[config.mk]
export PLATFORM = sky130hd
export DESIGN_NAME = btg_top
export DESIGN_NICKNAME = d
export VERILOG_FILES = /design/src/shared/btg_pkg.sv /design/src/rtl/btg_top.sv
export VERILOG_INCLUDE_DIRS = /design/src /design/src/shared
export SDC_FILE = /design/constraint.sdc
export NUM_CORES = 1
export LEC_CHECK = 0
export ABC_AREA = 1
export CELL_PAD_IN_SITES_DETAIL_PLACEMENT = 1
export CELL_PAD_IN_SITES_GLOBAL_PLACEMENT = 1
export CORE_MARGIN = 3
export CORE_UTILIZATION = 45
export DETAILED_ROUTE_END_ITERATION = 10
export DONT_BUFFER_PORTS = 1
export PLACE_DENSITY_LB_ADDON = 0.15
export REMOVE_ABC_BUFFERS = 1
export SKIP_LAST_GASP = 1
export SYNTH_ARGS = -nofsm -noshare
export SYNTH_HDL_FRONTEND = slang
export SYNTH_SLANG_ARGS = --single-unit
[constraint.sdc]
create_clock -name core_clk -period 5.15 [get_ports core_clk]
set_clock_uncertainty 0.05 [all_clocks]
set_input_delay 0.7725 -clock core_clk [delete_from_list [all_inputs] [get_ports core_clk]]
set_output_delay 0.7725 -clock core_clk [all_outputs]
set_load 0.02 [all_outputs]
[src/shared/btg_consts.svh]
// Constants of the buzzer tone generator: offsets, fields, resets, counts
`ifndef BTG_CONSTS_SVH
`define BTG_CONSTS_SVH

`define BTG_ADDR_W 20
`define BTG_IDX_W 18
`define BTG_IDX_CLK 18'h0506e
`define BTG_IDX_CTL 18'h05180
`define BTG_IDX_FRQ 18'h05181
`define BTG_IDX_DTY 18'h05182

`define BTG_CLK_GATE_BIT 0
`define BTG_CTL_EN_BIT 0
`define BTG_CTL_MODE_LO 2
`define BTG_CTL_TIME_LO 4

`define BTG_RST_GATE 1'h0
`define BTG_RST_FREQ 3'h0
`define BTG_RST_DUTY 3'h0
`define BTG_RST_TIME 2'h0
`define BTG_LVL_MIN 3'h7

`define BTG_TMR_W 13
`define BTG_CYC_T0 13'h0200
`define BTG_CYC_T1 13'h0400
`define BTG_CYC_T2 13'h0800
`define BTG_CYC_T3 13'h1000

`endif

[src/shared/btg_pkg.sv]
// Types of the buzzer tone generator
package btg_pkg;

   typedef enum logic [3:0] {
      BTG_ST_IDLE = 4'b0001,
      BTG_ST_NORM = 4'b0010,
      BTG_ST_SHOT = 4'b0100,
      BTG_ST_ENV = 4'b1000
   } btg_state_type;

   typedef enum logic [1:0] {
      BTG_MD_NORM = 2'h0,
      BTG_MD_SHOT = 2'h1,
      BTG_MD_ENV = 2'h2,
      BTG_MD_RSVD = 2'h3
   } btg_mode_type;

   typedef struct packed {
      logic [19:0] paddr;
      logic pwrite;
      logic [31:0] pwdata;
      logic psel;
      logic penable;
   } btg_apb_req_type;

   typedef struct packed {
      logic [31:0] prdata;
      logic pready;
      logic pslverr;
   } btg_apb_rsp_type;

endpackage : btg_pkg

[src/rtl/btg_top.sv]
// Buzzer tone generator with APB register slave
`timescale 1ns/100ps
`default_nettype none
`include "btg_consts.svh"

module btg_top (
   input wire logic core_clk,
   input wire logic rstn,
   input wire btg_pkg::btg_apb_req_type apb_req,
   output var btg_pkg::btg_apb_rsp_type apb_rsp,
   input wire logic slow_osc_clock,
   output logic tone_out_p,
   output logic tone_out_n
);
   import btg_pkg::*;

   // ************************************************************
   // Functions
   // ************************************************************

   // Tone period in slow-clock half cycles
   function automatic logic [5:0] period_f(input logic [2:0] f);
      logic [5:0] b;
      b = 6'h00;
      case (f[1:0])
         2'h0: b = 6'h10;
         2'h1: b = 6'h14;
         2'h2: b = 6'h18;
         default: b = 6'h1c;
      endcase
      period_f = f[2] ? {b[4:0], 1'b0} : b;
   endfunction : period_f

   // High time in half cycles; low group uses 8-L, high group 12-L
   function automatic logic [5:0] high_f(input logic [2:0] f,
                                         input logic [2:0] l);
      logic [3:0] h;
      h = (f[1] ? 4'hc : 4'h8) - {1'b0, l};
      high_f = f[2] ? {1'b0, h, 1'b0} : {2'h0, h};
   endfunction : high_f

   function automatic logic [`BTG_TMR_W-1:0] limit_f(input logic [1:0] t);
      logic [`BTG_TMR_W-1:0] c;
      c = `BTG_CYC_T0;
      case (t)
         2'h0: c = `BTG_CYC_T0;
         2'h1: c = `BTG_CYC_T1;
         2'h2: c = `BTG_CYC_T2;
         default: c = `BTG_CYC_T3;
      endcase
      limit_f = c;
   endfunction : limit_f

   function automatic logic hit_f(input logic [`BTG_ADDR_W-1:0] a,
                                  input logic [`BTG_IDX_W-1:0] idx);
      hit_f = (a[`BTG_ADDR_W-1:2] == idx) && (a[1:0] == 2'h0);
   endfunction : hit_f

   // ************************************************************
   // Declarations
   // ************************************************************

   logic gate_q;
   logic [2:0] freq_q;
   logic [2:0] duty_q;
   btg_mode_type mode_q;
   logic [1:0] time_q;
   btg_state_type st_q;
   logic [`BTG_TMR_W-1:0] tmr_q;
   logic [2:0] env_q;
   logic [5:0] phase_q;
   logic sync1_q;
   logic sync2_q;
   logic sync3_q;
   logic slow_lvl_q;
   logic acc_first;
   logic acc_done;
   logic hit_clk;
   logic hit_ctl;
   logic hit_frq;
   logic hit_dty;
   logic mapped;
   logic wr_clk;
   logic wr_ctl;
   logic wr_frq;
   logic wr_dty;
   logic start;
   logic stop;
   logic half_tick;
   logic rise_tick;
   logic expire;
   logic active;
   logic [2:0] lvl_use;
   logic [5:0] period;
   logic [5:0] high;
   logic [31:0] rd_mux;

   // ************************************************************
   // APB decode
   // ************************************************************

   // Two-cycle access: pready rises in the second access cycle
   assign acc_first = apb_req.psel & apb_req.penable & ~apb_rsp.pready;
   assign acc_done = apb_req.psel & apb_req.penable & apb_rsp.pready;
   assign hit_clk = hit_f(apb_req.paddr, `BTG_IDX_CLK);
   assign hit_ctl = hit_f(apb_req.paddr, `BTG_IDX_CTL);
   assign hit_frq = hit_f(apb_req.paddr, `BTG_IDX_FRQ);
   assign hit_dty = hit_f(apb_req.paddr, `BTG_IDX_DTY);
   assign mapped = hit_clk | hit_ctl | hit_frq | hit_dty;
   assign wr_clk = acc_done & apb_req.pwrite & hit_clk;
   assign wr_ctl = acc_done & apb_req.pwrite & hit_ctl;
   assign wr_frq = acc_done & apb_req.pwrite & hit_frq;
   assign wr_dty = acc_done & apb_req.pwrite & hit_dty;
   assign start = wr_ctl & apb_req.pwdata[`BTG_CTL_EN_BIT];
   assign stop = wr_ctl & ~apb_req.pwdata[`BTG_CTL_EN_BIT];

   always_comb begin
      rd_mux = 32'h0000_0000;
      if (hit_clk) begin
         rd_mux[`BTG_CLK_GATE_BIT] = gate_q;
      end
      if (hit_ctl) begin
         rd_mux[`BTG_CTL_TIME_LO +: 2] = time_q;
         rd_mux[`BTG_CTL_MODE_LO +: 2] = mode_q;
         rd_mux[`BTG_CTL_EN_BIT] = (st_q != BTG_ST_IDLE);
      end
      if (hit_frq) begin
         rd_mux[2:0] = freq_q;
      end
      if (hit_dty) begin
         rd_mux[2:0] = duty_q;
      end
   end

   always_ff @(posedge core_clk or negedge rstn) begin
      if (!rstn) begin
         apb_rsp <= '0;
      end else begin
         apb_rsp.pready <= acc_first;
         apb_rsp.pslverr <= acc_first & ~mapped;
         apb_rsp.prdata <= (acc_first & ~apb_req.pwrite) ? rd_mux
                                                         : 32'h0000_0000;
      end
   end

   // ************************************************************
   // Configuration registers
   // ************************************************************

   always_ff @(posedge core_clk or negedge rstn) begin
      if (!rstn) begin
         gate_q <= `BTG_RST_GATE;
         freq_q <= `BTG_RST_FREQ;
         duty_q <= `BTG_RST_DUTY;
         mode_q <= BTG_MD_NORM;
         time_q <= `BTG_RST_TIME;
      end else begin
         if (wr_clk) begin
            gate_q <= apb_req.pwdata[`BTG_CLK_GATE_BIT];
         end
         if (wr_ctl) begin
            mode_q <= btg_mode_type'(apb_req.pwdata[`BTG_CTL_MODE_LO +: 2]);
            time_q <= apb_req.pwdata[`BTG_CTL_TIME_LO +: 2];
         end
         if (wr_frq) begin
            freq_q <= apb_req.pwdata[2:0];
         end
         if (wr_dty) begin
            duty_q <= apb_req.pwdata[2:0];
         end
      end
   end

   // ************************************************************
   // Slow clock sampling
   // ************************************************************

   // Slow clock is a pin; sampled, not used as a clock edge
   always_ff @(posedge core_clk or negedge rstn) begin
      if (!rstn) begin
         sync1_q <= 1'b0;
         sync2_q <= 1'b0;
         sync3_q <= 1'b0;
         slow_lvl_q <= 1'b0;
      end else begin
         sync1_q <= slow_osc_clock;
         sync2_q <= sync1_q;
         sync3_q <= sync2_q;
         if (sync2_q == sync3_q) begin
            slow_lvl_q <= sync2_q;
         end
      end
   end

   assign half_tick = gate_q & (sync2_q == sync3_q) &
                      (sync2_q != slow_lvl_q);
   assign rise_tick = half_tick & sync2_q;

   // ************************************************************
   // Mode sequencer
   // ************************************************************

   // duration in slow cycles; >= guards a shortened time field
   assign expire = rise_tick &
                   (tmr_q >= limit_f(time_q) - `BTG_TMR_W'(1));

   always_ff @(posedge core_clk or negedge rstn) begin
      if (!rstn) begin
         st_q <= BTG_ST_IDLE;
         tmr_q <= '0;
         env_q <= 3'h0;
      end else begin
         case (st_q)
            BTG_ST_IDLE: begin
               tmr_q <= '0;
            end
            BTG_ST_NORM: begin
               tmr_q <= '0;
            end
            BTG_ST_SHOT: begin
               if (rise_tick) begin
                  tmr_q <= tmr_q + `BTG_TMR_W'(1);
               end
               if (expire) begin
                  st_q <= BTG_ST_IDLE;
               end
            end
            BTG_ST_ENV: begin
               if (rise_tick) begin
                  tmr_q <= tmr_q + `BTG_TMR_W'(1);
               end
               if (expire) begin
                  tmr_q <= '0;
                  if (env_q == `BTG_LVL_MIN) begin
                     st_q <= BTG_ST_IDLE;
                  end else begin
                     env_q <= env_q + 3'h1;
                  end
               end
            end
            default: begin
               st_q <= BTG_ST_IDLE;
            end
         endcase
         if (stop) begin
            st_q <= BTG_ST_IDLE;
         end
         if (start) begin
            tmr_q <= '0;
            env_q <= 3'h0;
            case (btg_mode_type'(apb_req.pwdata[`BTG_CTL_MODE_LO +: 2]))
               BTG_MD_NORM: begin
                  st_q <= BTG_ST_NORM;
               end
               BTG_MD_SHOT: begin
                  st_q <= BTG_ST_SHOT;
               end
               BTG_MD_ENV: begin
                  st_q <= BTG_ST_ENV;
               end
               default: begin
                  st_q <= BTG_ST_IDLE;
               end
            endcase
         end
      end
   end

   // ************************************************************
   // Tone waveform
   // ************************************************************

   assign lvl_use = (st_q == BTG_ST_ENV) ? env_q : duty_q;
   assign period = period_f(freq_q);
   assign high = high_f(freq_q, lvl_use);
   assign active = (st_q != BTG_ST_IDLE);

   // Free-running divider, so start and stop are not phase aligned
   always_ff @(posedge core_clk or negedge rstn) begin
      if (!rstn) begin
         phase_q <= 6'h00;
      end else if (half_tick) begin
         if (phase_q >= period - 6'h01) begin
            phase_q <= 6'h00;
         end else begin
            phase_q <= phase_q + 6'h01;
         end
      end
   end

   always_ff @(posedge core_clk or negedge rstn) begin
      if (!rstn) begin
         tone_out_p <= 1'b0;
         tone_out_n <= 1'b1;
      end else begin
         tone_out_p <= active & (phase_q < high);
         tone_out_n <= ~(active & (phase_q < high));
      end
   end

endmodule : btg_top
`default_nettype wire

==> results of run 1 <==
==> state kept, by name, summed over array words and instances (netlist names), 2 cells and up <==
name     cells
time_q       2
apb_rsp      8
st_q         4
mode_q       2
tmr_q       13
env_q        3
freq_q       3
phase_q      6
duty_q       3
==> critical path: cells and delay by family, from the launching register on <==
kind                       cells  cell delay, ns
and+or+nand+nor                5            0.84
AOI/OAI and AO/OA              4            0.68
adders and majority gates      2            0.45
DFF                            1            0.42
buffers and inverters          3            0.23
xor gates and xnor gates       1            0.19
==> cells by family (layout without fill, tap and decap cells) <==
group | Yosys count | in the layout | share of synthesized area [%]
AO/OA/AOI/OAI | 64 | 64 | 9.454
XOR/XNOR | 9 | 9 | 2.097
adder cells (fa/ha/maj) | 20 | 20 | 6.591
buffers and inverters | 106 | 84 | 13.88
flip-flops | 51 | 51 | 34.02
multiplexers | 3 | 3 | 0.7990
other | 2 | 27 | 0.1998
AND/OR/NAND/NOR | 242 | 242 | 32.96
==> stage by stage <==
stage,total power [mW],util [%],std cells
global route,0.9620,48.74,602
global placement,0.6119,47.35,594
floorplan,0.5838,-,492
CTS,0.9165,48.74,602
detailed placement,0.6273,47.35,594
finish,0.9040,48.74,602
==> layout make-up <==
cell class | instances | area (um2)
clock inverter | 2 | 37.54
inverter | 76 | 295.3
fill | 1031 | 4064
multi-input combinational | 365 | 2052
tap | 102 | 127.6
clock buffer | 6 | 72.57
sequential | 51 | 1279
==> final timing paths <==
check / start / endpoint
worst min-delay path: rstn / apb_rsp[3]
min in group core_clk: sync1_q / sync2_q
worst max register to register: st_q[1] / tone_out_p
max in group asynchronous: rstn / tone_out_n
worst max-delay path: st_q[1] / tone_out_p
worst min register to register: sync1_q / sync2_q
==> metal layers <==
| metal | track usage, % | part of all wire, % |
|---|---|---|
| met1 | 24.79 | 46 |
| met2 | 33.00 | 48 |
| met4 | 4.686 | 1.4 |
| met3 | 2.943 | 4.3 |
| met5 | 0 | 0 |
==> power groups by stage <==
stage | clock [mW] | combinational (mW) | sequential [mW]
2_1_floorplan | 0 | 0.129 | 0.454
3_3_place_gp | 0 | 0.146 | 0.466
3_5_place_dp | 0 | 0.159 | 0.469
4_1_cts | 0.293 | 0.162 | 0.462
5_1_grt | 0.310 | 0.187 | 0.465
6_report | 0.285 | 0.158 | 0.460
==> placed cells by master, fill, tap and decap left out, types with 2 or more instances in the layout <==
cell	netlist	routed
nand2_2	13	13
clkbuf_8	0	5
inv_1	62	62
xor2_1	7	7
conb_1	2	27
dfrtp_1	49	49
xnor2_1	2	2
o21ai_1	5	5
nand2_1	116	116
ha_1	19	19
o21ai_0	25	25
nand4_1	5	5
a21oi_1	20	20
clkinv_4	2	2
nor3_4	2	2
mux2i_1	3	3
o22ai_1	4	4
nor2_2	10	10
and3_1	2	2
o21ai_2	3	3
a211oi_1	2	2
a21o_1	2	2
nand3_1	32	32
nand2_4	4	4
nor2_1	30	30
dfstp_2	2	2
nor3_1	7	7
inv_2	12	12
nor2_4	6	6
nand3_2	8	8
==> impl_results.md, run 1 <==
* Total cell area at the placement stage at 3754 um2
* PwrDens at 234.0 nW/um2
* Leak Pwr at 1.912 nW
* Achievable Freq at 344.7 MHz
* Per-cell routed wire length at 14.53 um
* Final Cell Area at 3864 um2
* Worst path cell trace: inv_2 -> nand2_2 -> nor3_4 -> nand2_2 -> o21ai_2 -> inv_1 -> ha_1 -> xnor2_1 -> nand2_1 -> o21ai_1 -> ha_1 -> a21o_1 -> a211oi_1 -> nand3b_2 -> inv_2
* Number of failing setup endpoints in the final timing report at 0
* Sequential cell area fraction in the yosys report at 34.02%
* Wire length of the first global-routing pass at 15,090 um
* Mapped Cells at 497
* Biggest cell delay along the critical path at 0.43 ns
* Hold slack at 0.09036 ns
* Top post-synthesis cells by area: dfrtp_1, nand2_1, ha_1, inv_1, buf_4
* Number of flip-flops and latches in the synthesized netlist at 51
* Setup repair after global routing missed its margin: no
* Io pins at 94
* Num Clock Sinks at 51
* Setup slack at placement at 2.276 ns
* Max-cap violations at 0
* Endpoint required time on the critical path at 5.35 ns
* Number of clock buffers inserted by TritonCTS at 5
* Number of distinct library cell variants in the gate-level netlist after synthesis at 44
* Dpl hpwl at 6797 um
* Count of vias placed by the detailed router at 3,085
* Worst Path Class, Setup: reg2reg
* Largest net degree at the start of global routing at 52
* Full die area at 9485 um2
* Nets at 576
* Number of enable-type register cells in the synthesized netlist at 0
* Number of nets with antenna violations after detailed routing at 0
* Deepest clock path buffer count at 2
* RePlAce Congestion at 0.7915
* Net switching component of the power at 0.2765 mW
* Slew @ Worst Pin at 0.6562 ns
* DIE HEIGHT at 97.39 um
* Hold Buf Count CTS at 0
* Placeable core region at 7928 um2
* Most numerous cell types in the synthesized netlist: nand2_1, inv_1, dfrtp_1
* Flop pwr share at 50.9%
* Count of input and output buffers at 0
* Grt total ovfl at 0
* YS warnings at 0
* Min Tclk post-route at 2.901 ns
* Detailed-routing iteration count for the pre-antenna-repair pass at 4
* Clock group share of total power at 31.5%
* Post-CTS setup buffer count at 0
* Post-route clock period utilization at 56.33%
* Synth Cell Area at 3759 um2
* Total count of max-transition violations in the final report at 0
* Clock insertion delay at the later pin of the skew report at 0.31 ns
* Final setup TNS at 0 ns
* H-Tree Depth at 2
* Worst Setup Start Kind: flop
* Fraction of synthesized cell area taken by the top area cell type at 32.62%
* Share of cells above drive strength 1 at 15.00%
* Combined global-route utilization of all metal layers at 19.02%
* DRC violation count after routing at 0
* Slew HR at 56.12%
* Cell with the largest stage delay on the worst path: nor3_4
* Fraction of power consumed by combinational cells at 17.5%
* CTS tree: done
* Total internal power at 0.6276 mW
* Switching share of total power at 30.58%
* Crit. End Element: flop
* Classification of the worst-slack hold path: in2async
* Initial core utilization at 47.41%
* Area grow syn2layout at 2.796%
* Antenna violations before repair at 0
* Biggest fanout along the worst timing path at 11
* Std-Cell Rows at 32
* Yosys top cell by area: dfrtp_1
* Post-synth ARST share at 100.0%
* Top flip-flop cell by instance count after synthesis: dfrtp_1
* Final worst-path setup slack at 2.249 ns
* Ant diodes at 0
* Vias in the first global route at 3,242
* Die outline width at 97.39 um
* Reg-to-reg slack, setup at 2.25 ns
* Worst Reg-to-Reg Cells at 15
* Root buffer cell: clkbuf_8
* Final count of hold timing violations at 0
* Total detailed-routing wirelength at 8745 um
* Outcome: completed
* Mean area per synthesized cell at 7.563 um2
* Number of violations reported at the end of detailed-routing iteration 0 at 78
* CP Data Arrival Time at 3.10 ns
* Library cell with the highest instance count after synthesis: nand2_1
* Clock transition at the register clock pins on the worst setup and hold paths after CTS at 0.10 ns
* Detail-routed via count per cell at 5.125
* Maximum vdd ir drop at 0.1110 mV
* Cells resized by post-CTS repair at 0
Power figures use the tool's default switching activity.
==> run 2: changes to the inputs <==
Clock period 5.15 ns to 2.9 ns, I/O delays scaled along.
==> run 2 against run 1 <==
Die area stayed put. Setup slack worse by 2.0 ns. Sequential power is 77% higher. Worst hold slack better by 0.0071 ns. Via count hardly changed. Sequential share of layout area is 0.57 points lower. Power is 80% higher. Non-clock buffer count is 4 higher. Clock power is 78% higher. First-iteration DRC count is 21% higher. Register-to-register slack worse by 2.0 ns. Global-route usage hardly changed. Critical endpoint unchanged.
==> impl_results.md, run 2 (same netlist as run 1, synthesis figures left out) <==
* Outcome: completed
* Antenna violations before repair at 0 (unchanged)
* Global routing met2 resource utilization at 32.63% (-0.37 points)
* Clock insertion delay at the later pin of the skew report at 0.31 ns (about the same)
* Cells after DPL at 596 (+0.34%)
* CTS tree: done
* Maximum vdd ir drop at 0.1669 mV (+50%)
* Met1 demand-to-capacity share in global routing at 25.91% (+1.1 points)
* Detailed-routing iteration count for the pre-antenna-repair pass at 4 (unchanged)
* Placeable core region at 7928 um2 (unchanged)
* Capture point of the worst reg-to-reg path: tone_out_p
* Met3 track demand over resource in global routing at 2.800% (-0.14 points)
* Wire length of the first global-routing pass at 15,140 um (+0.32%)
* Multi-input combinational cell area at 2064 um2 (+0.61%)
* Reg-to-reg slack, setup at 0.24 ns (-2.01 ns)
* Final count of hold timing violations at 0 (unchanged)
* Achievable Freq at 375.7 MHz (+9.0%)
* Largest net degree at the start of global routing at 52 (unchanged)
* Post-route clock period utilization at 91.78% (+35 points)
* Total detailed-routing wirelength at 8667 um (-0.89%)
* H-Tree Depth at 2 (unchanged)
* Dpl hpwl at 6728 um (-1.0%)
* Destination of the critical timing path: tone_out_p
* Area grow syn2layout at 4.594%
* Worst Path Class, Setup: reg2reg
* Biggest fanout along the worst timing path at 4 (-7)
* Top Usage Layer GRT: met2
* Initial core utilization at 47.41% (unchanged)
* Most used cells in the layout excluding fill and tap cells: nand2_1, inv_1, dfrtp_1
* Source of the critical timing path: st_q[0]
* Num Clock Sinks at 51 (unchanged)
* Deepest clock path buffer count at 2 (unchanged)
* Root buffer cell: clkbuf_8
* Std-Cell Rows at 32 (unchanged)
* Leak Pwr at 1.951 nW (+2.0%)
* Number of clock buffers inserted by TritonCTS at 5 (unchanged)
* Per-cell routed wire length at 14.30 um (-1.5%)
* Combined global-route utilization of all metal layers at 19.05% (+0.027 points)
* Final setup TNS at 0 ns (unchanged)
* Ant diodes at 0 (unchanged)
* Classification of the worst-slack hold path: in2reg
* Count of vias placed by the detailed router at 3,088 (+0.097%)
* Die outline width at 97.39 um (unchanged)
* Share of cells above drive strength 1 at 16.07% (+1.1 points)
* Register cell area after layout at 1279 um2 (unchanged)
* Count of input and output buffers at 0 (unchanged)
* Full die area at 9485 um2 (unchanged)
* Fill cell total of the finished layout at 1,023 (-0.78%)
* Non-filler cells in the finished layout at 606 (+0.66%)
* Clock transition at the register clock pins on the worst setup and hold paths after CTS at 0.10 ns (about the same)
* DIE HEIGHT at 97.39 um (unchanged)
* Number of failing setup endpoints in the final timing report at 0 (unchanged)
* Endpoint required time on the critical path at 3.10 ns (-2.25 ns)
* Vias in the first global route at 3,174 (-2.1%)
* Number of violations reported at the end of detailed-routing iteration 0 at 94 (+21%)
* Nets at 580 (+0.69%)
* Reg-to-Reg Start: st_q[0]
* Number of nets with antenna violations after detailed routing at 0 (unchanged)
* Worst Reg-to-Reg Cells at 14 (-1)
* Hold slack at 0.09742 ns (+0.007067 ns)
* Io pins at 94 (unchanged)
* Grt total ovfl at 0 (unchanged)
* Flip-flop count of the largest register after layout at 13 (unchanged)
* Min Tclk post-route at 2.662 ns (-0.2394 ns)
* Worst Setup Start Kind: flop
* Total count of max-transition violations in the final report at 0 (unchanged)
* Crit. End Element: flop
* Most common cell after layout, fill and taps aside: nand2_1
* Utilization after layout at 49.59% (+0.85 points)
* Setup repair after global routing missed its margin: no
* Largest register by flop count: tmr_q
* CP Data Arrival Time at 2.86 ns (-0.24 ns)
* Detail-routed via count per cell at 5.096 (-0.56%)
* Max-cap violations at 0 (unchanged)
* Largest registers ranked by flip-flop count: tmr_q (13), apb_rsp (8), phase_q (6)
* RePlAce Congestion at 0.7415 (-6.3%)
* PwrDens at 414.8 nW/um2 (+77%)
* DRC violation count after routing at 0 (unchanged)
* Post-layout power at 1.631 mW (+80%)
[run 2: metal layers]
layer  share of wire (%)  vias up
met3                 4.4        4
met1                  47     1477
met5                   0        -
met2                  48       64
li1                    -     1543
met4                0.65        0
[run 2: how the worst min path moves through the flow]
stage / cells past startpoint / from / to / slack (ns)
after global routing: 0 / slow_osc_clock / sync1_q / 0.07
after detailed placement: 0 / rstn / phase_q[5] / 0.09
after CTS: 0 / slow_osc_clock / sync1_q / 0.09
final: 0 / slow_osc_clock / sync1_q / 0.1
after floorplan: 0 / rstn / apb_rsp[0] / 0.09
after global placement: 0 / rstn / phase_q[5] / 0.09
[run 2: worst max-delay path, cell delays in order, from the launching register on]
cell	delay [ns]
dfstp_2	0.56
inv_2	0.04
nand2_2	0.10
inv_2	0.06
nand3_2	0.12
mux2i_1	0.22
ha_1	0.29
xnor2_2	0.18
nand2_1	0.07
o21ai_1	0.09
ha_1	0.26
a21o_1	0.17
a211oi_2	0.20
nand3b_2	0.12
inv_2	0.05
[run 2: timing repair]
| action | CTS | global route |
|---|---|---|
| setup buffers | 0 | 0 |
| hold endpoints to repair | 51 | 0 |
| endpoints found under the setup margin | 0 | 2 |
| hold buffers | 2 | 0 |
| resized for setup | 0 | 2 |
[run 2: cell type report]
cell class              instances  share of cell area (%)
multi-input cells             365                   52.51
well taps                     102                   3.246
inverters                      76                   7.511
clock buffers                   5                   1.750
flip-flops and latches         51                   32.53
clock inverters                 3                   1.114
repair buffers                  4                   1.337
[run 2: report_power, final]
group | leakage, nW | total (mW) | internal (mW) | switching [mW]
Combinational | 1.22 | 0.311 | 0.115 | 0.196
Sequential | 0.671 | 0.814 | 0.753 | 0.0609
Clock | 0.0581 | 0.507 | 0.257 | 0.249
[run 2: metrics by stage]
stage	setup slack (ns)	instance area, um2
6_report	0.2383	3931
5_1_grt	0.04588	3931
4_1_cts	0.1555	3919
3_5_place_dp	0.1925	3769
3_3_place_gp	0.2366	3769
2_1_floorplan	0.4317	3626
==> run 3: changes to the inputs <==
Settings changed: GPL_TIMING_DRIVEN set to 0.
Clock period 2.9 ns to 2.64 ns, I/O delays scaled along.
==> run 3 against run 2 <==
The flow now finishes with violations (setup timing). Count of clock-buffer cells in the layout did not move. Power rose by 6.8%. Flip-flop and latch count did not move. Clock power fell by 4.7%. Sequential share of layout area fell by 0.56 points. Critical path depth did not move. Cell area rose by 1.8%. Routed wire length rose by 8.8%. Sequential power rose by 10%. Critical path type unchanged.
==> impl_results.md, run 3 (same netlist as run 1, synthesis figures left out) <==
* Count of input and output buffers at 0 (unchanged)
* Ant diodes at 0 (unchanged)
* Largest delay contributor family on the critical path: adder cells
* Worst Hold End: sync1_q
* Wire length of the first global-routing pass at 15,930 um (+5.2%)
* Clock insertion delay at the later pin of the skew report at 0.32 ns (about the same)
* Vias in the first global route at 3,261 (+2.7%)
* Number of violations reported at the end of detailed-routing iteration 0 at 122 (+30%)
* Biggest cell delay along the critical path at 0.56 ns (about the same)
* DRC violation count after routing at 0 (unchanged)
* Post-route clock period utilization at 101.5% (+9.7 points)
* Final count of hold timing violations at 0 (unchanged)
* Achievable Freq at 373.2 MHz (-0.66%)
* Min Tclk post-route at 2.679 ns (+0.01775 ns)
* RePlAce Congestion at 0.7806 (+5.3%)
* Reg-to-Reg Start: st_q[0]
* Largest register by flop count: tmr_q
* Dpl hpwl at 6940 um (+3.2%)
* Largest net degree at the start of global routing at 52 (unchanged)
* Crit. End Element: flop
* Worst Reg-to-Reg Cells at 14 (unchanged)
* PwrDens at 435.3 nW/um2 (+4.9%)
* Share of cells above drive strength 1 at 17.77% (+1.7 points)
* Total detailed-routing wirelength at 9429 um (+8.8%)
* Std-Cell Rows at 32 (unchanged)
* Worst path cell trace: inv_2 -> nand2_4 -> inv_4 -> nand3_4 -> mux2i_1 -> ha_1 -> xnor2_2 -> nand2_1 -> o21ai_1 -> ha_1 -> a21o_1 -> a211oi_2 -> nand3b_4 -> inv_2
* Detailed-routing iteration count for the pre-antenna-repair pass at 4 (unchanged)
* Number of nets with antenna violations after detailed routing at 0 (unchanged)
* Grt total ovfl at 0 (unchanged)
* Setup repair after global routing missed its margin: yes
* Max-cap violations at 0 (unchanged)
* Post-layout power at 1.741 mW (+6.8%)
* Worst Setup Start Kind: flop
* Area grow syn2layout at 6.425%
* CTS tree: done
* Number of failing setup endpoints in the final timing report at 2 (+2)
* Detail-routed via count per cell at 5.134 (+0.74%)
* Number of clock buffers inserted by TritonCTS at 5 (unchanged)
* Total count of max-transition violations in the final report at 0 (unchanged)
* Root buffer cell: clkbuf_8
* Launch point of the worst hold path: slow_osc_clock
* Antenna violations before repair at 0 (unchanged)
* Setup slack at placement at -0.2674 ns (-0.4599 ns)
* Outcome: finished, violations left
* Cell with the largest stage delay on the worst path: dfstp_2
* Die outline width at 97.39 um (unchanged)
* Num Clock Sinks at 51 (unchanged)
* H-Tree Depth at 2 (unchanged)
* DIE HEIGHT at 97.39 um (unchanged)
* Deepest clock path buffer count at 2 (unchanged)
* Per-cell routed wire length at 15.36 um (+7.4%)
* Clock transition at the register clock pins on the worst setup and hold paths after CTS at 0.10 ns (about the same)
* Combined global-route utilization of all metal layers at 20.44% (+1.4 points)
* Io pins at 94 (unchanged)
* Worst Hold Path Cells at 0 (unchanged)
* Reg-to-reg slack, setup at -0.04 ns (-0.28 ns)
* Slew @ Worst Pin at 0.6971 ns
* Capture point of the worst reg-to-reg path: tone_out_p
* Full die area at 9485 um2 (unchanged)
* Nets at 588 (+1.4%)
* Final worst-path setup slack at -0.03941 ns (-0.2778 ns)
* Count of vias placed by the detailed router at 3,152 (+2.1%)
* Worst Path Buf+Inv at 3 (unchanged)
* Failing checks: setup timing
* Biggest fanout along the worst timing path at 3 (-1)
* Initial core utilization at 47.41% (unchanged)
* Placeable core region at 7928 um2 (unchanged)
* Maximum vdd ir drop at 0.2257 mV (+35%)
* Non-filler cells in the finished layout at 614 (+1.3%)
* Endpoint required time on the critical path at 2.85 ns (-0.25 ns)
* Leak Pwr at 1.994 nW (+2.2%)
* CP Data Arrival Time at 2.89 ns (+0.03 ns)
* Classification of the worst-slack hold path: in2reg
* Flip-flop count of the largest register after layout at 13 (unchanged)
* Worst Path Class, Setup: reg2reg
* Most used cells in the layout excluding fill and tap cells: nand2_1, inv_1, dfrtp_1
* Most common cell after layout, fill and taps aside: nand2_1
* Largest registers ranked by flip-flop count: tmr_q (13), apb_rsp (8), phase_q (6)
* Slew HR at 53.39%
* Fill cell total of the finished layout at 1,051 (+2.7%)
* Cells after DPL at 594 (-0.34%)
-- run 3: routing by layer --
layer	global-route usage (%)	vias up	part of all wire [%]	wire, um
li1	-	1563	-	-
met1	26.91	1526	46	4326
met4	5.431	0	1.0	96
met5	0	-	0	0
met2	35.21	58	50	4736
met3	2.800	5	2.9	269
-- run 3: through the flow --
| step | utilization (%) | setup TNS [ns] | hold slack [ns] | area (um2) |
|---|---|---|---|---|
| detailed placement | 47.35 | -0.5100 | 0.05198 | 3754 |
| finish | 50.46 | -0.04752 | 0.04694 | 4000 |
| floorplan | - | 0 | 0.05041 | 3626 |
| CTS | 50.06 | -0.1301 | 0.03573 | 3969 |
| global placement | 47.35 | -0.2758 | 0.05153 | 3754 |
| global route | 50.46 | -0.3122 | 0.02948 | 4000 |
-- run 3: area by class of cell --
cell class,count,area [um2],share of cell area [%]
repair buffers,12,112.6,2.815
inverters,76,297.8,7.444
flip-flops and latches,51,1279,31.97
clock buffers,5,68.82,1.720
clock inverters,3,18.77,0.4692
well taps,102,127.6,3.190
multi-input cells,365,2096,52.39
-- run 3: worst max path at each step --
stage,depth (start not counted),endpoint,slack [ns],startpoint
after CTS,14,tone_out_p,-0.08,st_q[0]
after detailed placement,15,tone_out_p,-0.27,st_q[1]
after global placement,15,tone_out_p,-0.15,st_q[1]
after floorplan,14,tone_out_p,0.17,st_q[0]
after global routing,15,tone_out_p,-0.18,st_q[0]
final,14,tone_out_p,-0.04,st_q[0]
-- run 3: timing repair --
action                                 4_1_cts  5_1_grt
buffers inserted                             7        3
pin swaps                                    9        9
resized for setup                            7        2
hold buffers                                 2        0
endpoints found under the hold margin       51        0
setup endpoints to repair                    2        2
-- run 3: where the power goes --
group	internal, mW	switching [mW]	leakage [nW]
clock network	0.188	0.296	0.0483
logic	0.128	0.233	1.28
registers	0.827	0.0703	0.671
